### src/pkg/irq_ctrl_map.vh
// Register indices, field positions and reset values of the interrupt controller
`ifndef IRQ_CTRL_MAP_VH
`define IRQ_CTRL_MAP_VH

// ----------------------------------------------------------------
// Register indices (byte address is four times the index)
// ----------------------------------------------------------------
`define IDX_PROC_PENDING 10'h064
`define IDX_SOFT_CLEAR 10'h06A
`define IDX_SOFT_SET 10'h06E
`define IDX_MASK_READ 10'h074
`define IDX_MASK_CLEAR 10'h078
`define IDX_MASK_SET 10'h07C
`define IDX_ASSIGN_LOW 10'h088
`define IDX_ASSIGN_HIGH 10'h08C
`define IDX_LINE_DRIVE 10'h08E
`define IDX_COUNTER_ASSIGN 10'h090

// ----------------------------------------------------------------
// Mask register fields
// ----------------------------------------------------------------
`define MASK_ALL_BIT 31
`define MASK_PIO_BIT 30
`define MASK_DMA_BIT 29
`define MASK_SERR_BIT 28
`define MASK_PROC_BIT 27
`define MASK_BUSRST_BIT 26
`define MASK_ERR_RESET 6'h3F
`define MASK_HW_RESET 15'h007F
`define MASK_DEFINED 32'hFC00FFFE

// ----------------------------------------------------------------
// Levels and reset assignments
// ----------------------------------------------------------------
`define LEVEL_ERROR 4'hF
`define ASSIGN_LOW_RESET 16'h7532
`define ASSIGN_HIGH_RESET 16'h0000
`define COUNTER_ASSIGN_RESET 8'h00
`define LINE_DRIVE_RESET 8'h00

`endif

### src/hw/irq_controller.v
// Interrupt mask, pending status, software interrupt and line drive logic with AHB-Lite registers
`timescale 1ns/1ps
`default_nettype none
`include "irq_ctrl_map.vh"

module irq_controller #(
  parameter ADDR_W = 12
) (
  // Clock and reset
  input wire sys_clk,
  input wire rstn,
  // AHB-Lite slave
  input wire hsel,
  input wire [ADDR_W-1:0] haddr,
  input wire [1:0] htrans,
  input wire hwrite,
  input wire [2:0] hsize,
  input wire [31:0] hwdata,
  input wire hready,
  output reg hreadyout,
  output reg hresp,
  output reg [31:0] hrdata,
  // Error sources from the system pending logic, active high levels
  input wire errPio,
  input wire errDma,
  input wire errSerr,
  input wire errProc,
  // Bus reset input, active high, and pulse that clears its latched detection
  input wire busResetIn,
  input wire busResetClear,
  // Counter-timer interrupts, active high levels
  input wire procCounterIrq,
  input wire sysCounterIrq,
  // Shared open-drain interrupt lines, wired level, active low
  input wire [7:0] intLineIn_n,
  output reg [7:0] intLineOut,
  output reg [7:0] intLineOe,
  // Level code to the processor core
  output reg [3:0] coreInterruptLevel
);

  // ----------------------------------------------------------------
  // State
  // ----------------------------------------------------------------
  reg [31:0] mask_ff;
  reg [14:0] softPend_ff;
  reg busResetSeen_ff;
  reg [15:0] assignLow_ff;
  reg [15:0] assignHigh_ff;
  reg [7:0] counterAssign_ff;
  reg [7:0] lineDrive_ff;
  reg [3:0] levelSample_ff;
  reg wrPending_ff;
  reg [9:0] wrIndex_ff;

  reg [31:0] nxt_mask;
  reg [14:0] nxt_softPend;
  reg [31:0] rdValue;

  wire addrPhase;
  wire [9:0] addrIndex;
  wire wrMaskSet;
  wire wrMaskClear;
  wire wrSoftSet;
  wire wrSoftClear;
  wire wrAssignLow;
  wire wrAssignHigh;
  wire wrCounterAssign;
  wire wrLineDrive;
  wire maskAll;
  wire [9:0] lineActive;
  wire [39:0] lineLevel;
  wire [149:0] levelHotAll;
  reg [14:0] hwLevels;
  wire [14:0] hwUnmasked;
  wire [14:0] softUnmasked;
  wire [31:0] pendingWord;
  wire [3:0] levelCode;
  wire [3:0] gatedLevel;
  wire [4:0] errPending;
  wire errAny;
  integer i;

  // ----------------------------------------------------------------
  // AHB-Lite address phase
  // ----------------------------------------------------------------
  // Only word transfers are defined; hsize is accepted but not checked
  assign addrPhase = hsel & htrans[1] & hready;
  assign addrIndex = haddr[11:2];

  always @(posedge sys_clk) begin
    if (!rstn) begin
      wrPending_ff <= 1'b0;
      wrIndex_ff <= 10'h000;
      hreadyout <= 1'b1;
      hresp <= 1'b0;
    end else begin
      // Zero wait states: every transfer completes in its first data cycle
      wrPending_ff <= addrPhase & hwrite;
      wrIndex_ff <= addrIndex;
      hreadyout <= 1'b1;
      // Response stays OKAY: no register refuses an access
      hresp <= 1'b0;
    end
  end

  // ----------------------------------------------------------------
  // Write strobes, valid in the data phase while hwdata stands
  // ----------------------------------------------------------------
  assign wrMaskSet = wrPending_ff & (wrIndex_ff == `IDX_MASK_SET);
  assign wrMaskClear = wrPending_ff & (wrIndex_ff == `IDX_MASK_CLEAR);
  assign wrSoftSet = wrPending_ff & (wrIndex_ff == `IDX_SOFT_SET);
  assign wrSoftClear = wrPending_ff & (wrIndex_ff == `IDX_SOFT_CLEAR);
  assign wrAssignLow = wrPending_ff & (wrIndex_ff == `IDX_ASSIGN_LOW);
  assign wrAssignHigh = wrPending_ff & (wrIndex_ff == `IDX_ASSIGN_HIGH);
  assign wrCounterAssign = wrPending_ff & (wrIndex_ff == `IDX_COUNTER_ASSIGN);
  assign wrLineDrive = wrPending_ff & (wrIndex_ff == `IDX_LINE_DRIVE);

  // ----------------------------------------------------------------
  // Read data
  // ----------------------------------------------------------------
  // A read right behind a write to the same word still returns the old value
  always @* begin
    rdValue = 32'h00000000;
    if (addrIndex == `IDX_PROC_PENDING) begin
      rdValue = pendingWord;
    end else if (addrIndex == `IDX_MASK_READ) begin
      rdValue = mask_ff & `MASK_DEFINED;
    end else if (addrIndex == `IDX_ASSIGN_LOW) begin
      rdValue = {16'h0000, assignLow_ff};
    end else if (addrIndex == `IDX_ASSIGN_HIGH) begin
      rdValue = {16'h0000, assignHigh_ff};
    end else if (addrIndex == `IDX_COUNTER_ASSIGN) begin
      rdValue = {24'h000000, counterAssign_ff};
    end else if (addrIndex == `IDX_LINE_DRIVE) begin
      rdValue = {24'h000000, lineDrive_ff};
    end
    // Set and clear ports, and unmapped words, read zero
  end

  always @(posedge sys_clk) begin
    if (!rstn) begin
      hrdata <= 32'h00000000;
    end else if (addrPhase && !hwrite) begin
      // Captured at the address phase, stands during the data phase
      hrdata <= rdValue;
    end
  end

  // ----------------------------------------------------------------
  // Target mask
  // ----------------------------------------------------------------
  always @* begin
    nxt_mask = mask_ff;
    // Set and clear are separate words, so one write never does both
    if (wrMaskSet) begin
      nxt_mask = mask_ff | (hwdata & `MASK_DEFINED);
    end else if (wrMaskClear) begin
      nxt_mask = mask_ff & ~(hwdata & `MASK_DEFINED);
    end
  end

  always @(posedge sys_clk) begin
    if (!rstn) begin
      // Error masks and the low level masks start set
      mask_ff <= {`MASK_ERR_RESET, 10'h000, `MASK_HW_RESET, 1'b0};
    end else begin
      mask_ff <= nxt_mask;
    end
  end

  // ----------------------------------------------------------------
  // Software interrupts
  // ----------------------------------------------------------------
  always @* begin
    nxt_softPend = softPend_ff;
    // Bit 0 of both words is reserved and ignored
    if (wrSoftClear) begin
      nxt_softPend = softPend_ff & ~hwdata[15:1];
    end else if (wrSoftSet) begin
      nxt_softPend = softPend_ff | hwdata[15:1];
    end
  end

  always @(posedge sys_clk) begin
    if (!rstn) begin
      softPend_ff <= 15'h0000;
    end else begin
      softPend_ff <= nxt_softPend;
    end
  end

  // ----------------------------------------------------------------
  // Level assignment and line drive registers
  // ----------------------------------------------------------------
  always @(posedge sys_clk) begin
    if (!rstn) begin
      assignLow_ff <= `ASSIGN_LOW_RESET;
      assignHigh_ff <= `ASSIGN_HIGH_RESET;
      counterAssign_ff <= `COUNTER_ASSIGN_RESET;
      lineDrive_ff <= `LINE_DRIVE_RESET;
    end else begin
      if (wrAssignLow) begin
        assignLow_ff <= hwdata[15:0];
      end else if (wrAssignHigh) begin
        assignHigh_ff <= hwdata[15:0];
      end else if (wrCounterAssign) begin
        counterAssign_ff <= hwdata[7:0];
      end else if (wrLineDrive) begin
        lineDrive_ff <= hwdata[7:0];
      end
    end
  end

  // ----------------------------------------------------------------
  // Open-drain line drive
  // ----------------------------------------------------------------
  always @(posedge sys_clk) begin
    if (!rstn) begin
      intLineOut <= 8'h00;
      intLineOe <= 8'h00;
    end else begin
      // Only ever pulls low; the external pull-up makes the high level
      intLineOut <= 8'h00;
      // Drive register bit n enables the pull-down of line n
      intLineOe <= lineDrive_ff;
    end
  end

  // ----------------------------------------------------------------
  // Bus reset detection latch
  // ----------------------------------------------------------------
  always @(posedge sys_clk) begin
    if (!rstn) begin
      busResetSeen_ff <= 1'b0;
    end else if (busResetIn) begin
      // Detection wins over a clear, and a clear cannot act while asserted
      busResetSeen_ff <= 1'b1;
    end else if (busResetClear) begin
      busResetSeen_ff <= 1'b0;
    end
  end

  // ----------------------------------------------------------------
  // Hardware level mapping
  // ----------------------------------------------------------------
  // Sampled from the wired level, so self-driven and foreign drives both count
  assign lineActive = {sysCounterIrq, procCounterIrq, ~intLineIn_n};
  // Counter sources occupy entries 8 and 9, after the eight lines
  assign lineLevel = {counterAssign_ff, assignHigh_ff, assignLow_ff};

  genvar g;
  generate
    for (g = 0; g < 10; g = g + 1) begin : gMap
      irq_line_map uMap (
        .active(lineActive[g]),
        .level(lineLevel[4*g +: 4]),
        .levelHot(levelHotAll[15*g +: 15])
      );
    end
  endgenerate

  always @* begin
    hwLevels = 15'h0000;
    for (i = 0; i < 10; i = i + 1) begin
      hwLevels = hwLevels | levelHotAll[15*i +: 15];
    end
  end

  // ----------------------------------------------------------------
  // Error sources at the fixed top level
  // ----------------------------------------------------------------
  // Bit order follows mask bits 30 down to 26
  assign errPending = {errPio, errDma, errSerr, errProc, busResetSeen_ff};
  // Each error has its own mask bit; the level field masks do not apply
  assign errAny = |(errPending & ~mask_ff[30:26]);

  // ----------------------------------------------------------------
  // Masking and pending status
  // ----------------------------------------------------------------
  // Masks act per level, after mapping, so a masked line is blocked here
  assign maskAll = mask_ff[`MASK_ALL_BIT];
  assign hwUnmasked = ((hwLevels & ~mask_ff[15:1]) | {errAny, 14'h0000})
    & {15{~maskAll}};
  assign softUnmasked = softPend_ff & {15{~maskAll}};
  assign pendingWord = {softUnmasked, 1'b0, hwUnmasked, 1'b0};

  // ----------------------------------------------------------------
  // Priority encode
  // ----------------------------------------------------------------
  irq_level_encode uEncode (
    .levelVec(softUnmasked | hwUnmasked),
    .levelCode(levelCode)
  );

  assign gatedLevel = maskAll ? 4'h0 : levelCode;

  // ----------------------------------------------------------------
  // Core level filter
  // ----------------------------------------------------------------
  // A code reaches the core only once two consecutive samples agree,
  // trading one extra cycle of latency for glitch immunity
  always @(posedge sys_clk) begin
    if (!rstn) begin
      levelSample_ff <= 4'h0;
      coreInterruptLevel <= 4'h0;
    end else begin
      levelSample_ff <= gatedLevel;
      if (levelSample_ff == gatedLevel) begin
        coreInterruptLevel <= gatedLevel;
      end
    end
  end

endmodule

`default_nettype wire

### src/hw/irq_level_encode.v
// Encodes the highest set bit of a level vector into a 4-bit level code
`timescale 1ns/1ps
`default_nettype none

module irq_level_encode (
  // Level vector, bit k-1 is level k
  input wire [14:0] levelVec,
  // Highest level present, zero when none
  output reg [3:0] levelCode
);

  integer k;

  always @* begin
    levelCode = 4'h0;
    // Ascending scan: the last hit is the highest level
    for (k = 1; k < 16; k = k + 1) begin
      if (levelVec[k - 1]) begin
        levelCode = k[3:0];
      end
    end
  end

endmodule

`default_nettype wire

### src/hw/irq_line_map.v
// Maps one active interrupt source onto a one-hot vector of priority levels 15..1
`timescale 1ns/1ps
`default_nettype none

module irq_line_map (
  // Source
  input wire active,
  input wire [3:0] level,
  // Level vector, bit k-1 is level k
  output reg [14:0] levelHot
);

  integer k;

  always @* begin
    levelHot = 15'h0000;
    // Level zero selects no bit, so the source stays disabled
    for (k = 1; k < 16; k = k + 1) begin
      if (active && (level == k[3:0])) begin
        levelHot[k - 1] = 1'b1;
      end
    end
  end

endmodule

`default_nettype wire

### config.mk
export PLATFORM = sky130hd
export DESIGN_NAME = irq_controller
export DESIGN_NICKNAME = d
export VERILOG_FILES = /design/src/hw/irq_controller.v /design/src/hw/irq_level_encode.v /design/src/hw/irq_line_map.v
export VERILOG_INCLUDE_DIRS = /design/src /design/src/pkg
export SDC_FILE = /design/constraint.sdc
export NUM_CORES = 1
export LEC_CHECK = 0
export BUFFER_PORTS_ARGS = -buffer_cell sky130_fd_sc_hd__buf_2
export CAP_MARGIN = 20
export CORE_MARGIN = 10
export CORE_UTILIZATION = 38
export DETAILED_ROUTE_END_ITERATION = 10
export GPL_TIMING_DRIVEN = 0
export HOLD_SLACK_MARGIN = 0.15
export PLACE_DENSITY_LB_ADDON = 0.08
export RECOVER_POWER = 25
export SKIP_LAST_GASP = 1
export SYNTH_ARGS = -nofsm -noshare
export SYNTH_HDL_FRONTEND = slang
export SYNTH_SLANG_ARGS = --single-unit
export TNS_END_PERCENT = 10
### constraint.sdc
create_clock -name sys_clk -period 3.4 [get_ports sys_clk]
set_input_delay 0.85 -clock sys_clk [delete_from_list [all_inputs] [get_ports sys_clk]]
set_output_delay 0.85 -clock sys_clk [all_outputs]
set_load 0.03 [all_outputs]
==> impl_metrics.tcl, run 1 <==
set metrics [dict create \
    crit_path_frequent_cell "o31a_1" \
    drv_slew 0 \
    area_growth_pct 21.1 \
    reg2regPathDepth 10 \
    layout_min_cycle_time_ps 3450 \
    antenna_found_initial 0 \
    ys_ff_latch 143 \
    cp_slowest_cell "or4_4" \
    avgRoutedWirePerCell_um 25.3 \
    hold_path_class "flop to flop" \
    ys_seq_area_share_pct 37.9 \
    synthDistinctLibCells 64 \
    clock_latency_ps 430 \
    initial_core_util_pct 38.7 \
    start_kind "primary input" \
    async_flop_share_pct 0 \
    clk_pin_slew_ps 60 \
    failed_checks "negative setup slack" \
    worstMarginPinSlew_ps 998 \
    critPathCaptureType "flop" \
    reg2reg_slack_ps -30 \
    path_cells "buf_2 -> nand3b_1 -> o22ai_1 -> or3_4 -> o31a_1 -> or4_4 -> nor4b_2 -> a21oi_1 -> o31a_1 -> a211oi_2 -> mux2_1" \
    cts_hold_buffers 0 \
    cp_top_family "simple AND/OR/NAND/NOR gates" \
    p_leak_uw 0.00326 \
    rows 51 \
    die_h_um 161 \
    setup_ws_ps -49.1 \
    drive_above_1_share_pct 16.4 \
    final_nets 1168 \
    drt-total-wl_um 34800 \
    avgSynthCellArea_um2 7.80 \
    worst-endpoint-arrival_ps 3770 \
    synth_edf_count 0 \
    drc 0 \
    critPathBufInv 1 \
    worst_path_largest_cell_delay_ps 570 \
    final_cell_mix "135 x dfxtp_1, 132 x nand2_1, 100 x nor2_1, 74 x clkbuf_1, 70 x buf_2" \
    crit_end "coreInterruptLevel[2]$_SDFFE_PN0N_" \
    synth_area_um2 7560 \
    antennaDiodeCount 0 \
    status "finished with violations" \
    post-place-ws_ps -818 \
    finalPower_uw 3680 \
    grt_overflow_total 0 \
    drt-initial-drc-count 894 \
    r2r_end "coreInterruptLevel[2]$_SDFFE_PN0N_" \
    clock_skew_ps 14.3 \
    crit_fanout 5 \
    dieArea_um2 25900 \
    dp_hpwl_um 26900 \
    dr.pass1.iters 6 \
    cts_buffer_depth 2 \
    via_per_inst 5.91 \
    synthCells 969 \
    r2r_start "assignHigh_ff[8]$_SDFFE_PN0P_" \
    synthFlopType "dfxtp_1" \
    die_width_um 161 \
    maxCapViolCount 0 \
    grt_pass1_vias 7790 \
    timing.fmax_mhz 290 \
    htree_levels 4 \
    fin_crit_sh_pct 101 \
    grt_pass1_wl_um 50800 \
    numClockSinks 143 \
    cp_num_cells 11 \
    layout_commonest_cell "dfxtp_1" \
    grt_usage_pct 25.9 \
    grt_max_degree 17 \
    setup_viol 1 \
    nFillCells 2030 \
    cts_tree "done" \
    power_density_nw_per_um2 402 \
    gp_congestion 0.959 \
    required_ps 3720 \
    vias 8135 \
    port_buffers 91 \
    startpoint "sysCounterIrq" \
    vdd_ir_drop_max_v 0.000328 \
    worstSetupPathType "primary input to flop" \
    hold_violations 0 \
    boundaryPins 124 \
    ys_warn_count 0 \
    clock-root-buffer "clkbuf_16" \
    core_area_um2 19500 \
    ant_nets 0 \
    rsz0062_at_grt "yes" \
    cts_inserted_buffers 17 \
    relSlewSlack_pct 33.3 \
]
==> per-stage QoR <==
stage	setup TNS [ps]	instance area [um2]	hold WS (ps)	instances	util, %
after floorplan	-279	7590	449	978	-
after global placement	-8520	8380	459	1334	42.9
after detailed placement	-5940	8420	470	1339	43.1
after CTS	0	9150	479	1375	46.9
after global routing	-1140	9150	507	1376	46.9
final	-49.1	9150	472	1376	46.9
==> cells by family after synthesis <==
kind of cell | synth area share, %
AND/OR/NAND/NOR | 31.7
flip-flops | 37.9
other | 0.0994
buffers and inverters | 4.95
AO/OA/AOI/OAI | 20.7
XOR/XNOR | 0.116
multiplexers | 4.52
==> how the worst min path moves through the flow <==
stage | startpoint | end | cells after the start
after floorplan | flop | flop | 2
after global placement | coreInterruptLevel[3]$_SDFFE_PN0N_ | coreInterruptLevel[3]$_SDFFE_PN0N_ | 2
after detailed placement | coreInterruptLevel[3]$_SDFFE_PN0N_ | coreInterruptLevel[3]$_SDFFE_PN0N_ | 2
after CTS | coreInterruptLevel[3]$_SDFFE_PN0N_ | coreInterruptLevel[3]$_SDFFE_PN0N_ | 2
after global routing | coreInterruptLevel[3]$_SDFFE_PN0N_ | coreInterruptLevel[3]$_SDFFE_PN0N_ | 2
final | coreInterruptLevel[3]$_SDFFE_PN0N_ | coreInterruptLevel[3]$_SDFFE_PN0N_ | 2
==> cells in the mapped netlist, types with 18 or more instances <==
master | n | area [um2]
clkbuf_1 | 50 | 188
o22ai_1 | 50 | 313
a21oi_1 | 58 | 290
dfxtp_1 | 143 | 2860
nand2_1 | 132 | 495
nand3_1 | 64 | 320
nor2_1 | 100 | 375
mux2i_1 | 33 | 330
nor3_1 | 35 | 175
nand2b_1 | 32 | 200
inv_1 | 18 | 67.6
and2_1 | 22 | 138
a22oi_1 | 29 | 218
==> metal layers <==
metal,share of wire [%],vias to the layer above,track usage (%)
met5,0,-,0
met4,2.7,0,9.31
met3,7.9,60,4.80
met2,46,366,41.0
met1,44,3924,34.5
li1,-,3785,-
==> where the power goes <==
| part | leakage [uW] | total (uW) | switching (uW) | internal, uW |
|---|---|---|---|---|
| clock | 0.000252 | 1790 | 800 | 987 |
| combinational | 0.00185 | 206 | 151 | 55.4 |
| sequential | 0.00116 | 1690 | 7.57 | 1680 |
| total | 0.00326 | 3680 | 958 | 2730 |
==> layout make-up <==
| class | count | area (um2) | area share, % |
|---|---|---|---|
| inverters | 19 | 71.3 | 0.779 |
| multi-input cells | 748 | 4510 | 49.3 |
| plain buffers | 68 | 314 | 3.43 |
| well taps | 265 | 332 | 3.62 |
| flip-flops and latches | 143 | 2870 | 31.4 |
| clock inverters | 12 | 101 | 1.11 |
| repair buffers | 101 | 493 | 5.39 |
| clock buffers | 20 | 457 | 4.99 |
==> worst reg2reg max path, delay by kind of cell (launching register included) <==
family | cells | cell delay [ps]
mux | 1 | 340
compound gates | 8 | 2130
flops | 1 | 530
simple gates | 1 | 330
==> what timing repair did <==
| item | CTS | global route |
|---|---|---|
| endpoints found under the hold margin | 0 | 0 |
| gates resized for setup | 36 | 5 |
| endpoints found under the setup margin | 4 | 19 |
| pin swaps | 4 | 1 |
| setup buffers | 4 | 0 |
No activity file was read; power rests on OpenSTA's default activity.
==> run 2, diff against run 1 <==
GPL_TIMING_DRIVEN = not set   (was 0)
==> run 2 against run 1 <==
The run ends with max-capacitance violations, max-slew violations left. Total power is 3.5% higher. Die area stayed put. Non-clock buffer count is 94 higher. Sequential cell count stayed put. Core utilization is 5.8 points higher.
==> impl_metrics.tcl, run 2 (same netlist as run 1, synthesis figures left out) <==
set metrics [dict create \
    status "finished with violations" \
    failed_checks "max-capacitance violations, max-slew violations" \
    boundaryPins 124 \
    die_width_um 161 \
    antennaDiodeCount 0 \
    layout_commonest_cell "buf_4" \
    dieArea_um2 25900 \
    grt_pass1_wl_um 50300 \
    clk_pin_slew_ps 70 \
    timing.fmax_mhz 295 \
    drt-initial-drc-count 756 \
    dp_hpwl_um 25000 \
    grt_max_degree 48 \
    drive_above_1_share_pct 30.1 \
    ant_nets 0 \
    drt-total-wl_um 33200 \
    power_density_nw_per_um2 370 \
    die_h_um 161 \
    initial_core_util_pct 38.7 \
    grt_pass1_vias 8145 \
    rsz0062_at_grt "yes" \
    placed_area_um2 9280 \
    port_buffers 96 \
    area_growth_pct 36.2 \
    clock_skew_ps 11.5 \
    clock_latency_ps 440 \
    final_cell_area_um2 10300 \
    dr.pass1.iters 7 \
    r2r_start "assignHigh_ff[11]$_SDFFE_PN0P_" \
    avgRoutedWirePerCell_um 22.6 \
    cts_hold_buffers 0 \
    vdd_ir_drop_max_v 0.000330 \
    drc 0 \
    cts_inserted_buffers 17 \
    startpoint "intLineIn_n[1]" \
    finalPower_uw 3810 \
    grt_overflow_total 0 \
    core_area_um2 19500 \
    start_kind "primary input" \
    clock-root-buffer "clkbuf_16" \
    antenna_found_initial 0 \
    cts_tree "done" \
    crit_end "coreInterruptLevel[2]$_SDFFE_PN0N_" \
    critPathCaptureType "flop" \
    p_leak_uw 0.00409 \
    required_ps 3730 \
    rows 51 \
    worstMarginPinSlew_ps 2000 \
    nFillCells 1953 \
    gp_congestion 1.02 \
    via_per_inst 5.70 \
    drv_slew 43 \
    setup_viol 0 \
    htree_levels 4 \
    vias 8380 \
    crit_fanout 4 \
    hold_violations 0 \
    r2r_end "coreInterruptLevel[2]$_SDFFE_PN0N_" \
    layout_min_cycle_time_ps 3390 \
    maxCapViolCount 1 \
    hold_path_class "flop to flop" \
    final_cell_mix "160 x buf_4, 139 x dfxtp_1, 132 x nand2_1, 99 x nor2_1, 93 x buf_2" \
    relSlewSlack_pct -33.1 \
    reg2regPathDepth 10 \
    numClockSinks 143 \
    cts_buffer_depth 2 \
    fin_crit_sh_pct 99.7 \
    worstHoldStart "coreInterruptLevel[3]$_SDFFE_PN0N_" \
    reg2reg_slack_ps 20 \
    grt_usage_pct 24.8 \
    worst-endpoint-arrival_ps 3720 \
    final_nets 1262 \
    worstSetupPathType "primary input to flop" \
]
[run 2: what timing repair did]
action                                  4_1_cts  5_1_grt
endpoints found under the setup margin        3        5
setup buffers                                16        3
pin swaps                                    11       24
resized for setup                            21       40
[run 2: worst max-delay path, cell delays in order]
cell and delay, ps:
buf_8 100, or3b_4 410, buf_4 150, buf_4 140
o22ai_1 180, nor3_2 90, a221oi_4 350, a21oi_1 80
o21a_1 210, o41a_1 150, or3_4 410, a211oi_4 270
mux2_4 310
[run 2: through the flow]
step | setup slack, ps | instances | hold slack (ps) | util (%) | TNS [ps]
finish | 9.87 | 1470 | 470 | 52.7 | 0
global route | -75.1 | 1470 | 494 | 52.7 | -238
CTS | -41.5 | 1468 | 473 | 51.7 | -64.6
detailed placement | -576 | 1420 | 464 | 47.5 | -2000
global placement | -606 | 1420 | 448 | 47.5 | -2050
floorplan | -186 | 978 | 449 | - | -279
[run 2: worst min-delay path by stage]
stage / endpoint / slack (ps) / depth (start not counted)
after global placement: coreInterruptLevel[3]$_SDFFE_PN0N_ / 450 / 2
after CTS: coreInterruptLevel[3]$_SDFFE_PN0N_ / 470 / 2
after detailed placement: coreInterruptLevel[3]$_SDFFE_PN0N_ / 460 / 2
after global routing: coreInterruptLevel[3]$_SDFFE_PN0N_ / 490 / 2
after floorplan: flop / 450 / 2
final: coreInterruptLevel[3]$_SDFFE_PN0N_ / 470 / 2
[run 2: routing by layer]
metal | GRT usage [%] | wire (um)
met1 | 32.4 | 14800
met3 | 4.07 | 1970
met4 | 7.82 | 940
met2 | 41.0 | 15500
met5 | 0 | 0
[run 2: power by group]
group | switching [uW] | total [uW] | internal (uW) | leakage [uW]
combinational | 135 | 193 | 58.8 | 0.00265
sequential | 6.76 | 1690 | 1680 | 0.00116
clock | 882 | 1930 | 1050 | 0.000290
total | 1020 | 3810 | 2790 | 0.00409
[run 2: cell type report]
cell class                      count  area, um2  share of cell area, %
Clock inverter                     15        165                   1.60
Clock buffer                       17        425                   4.13
Inverter                           19       71.3                  0.693
Sequential cell                   143       2870                   27.9
Multi-Input combinational cell    748       4650                   45.2
Tap cell                          265        332                   3.22
Timing Repair Buffer              263       1780                   17.3
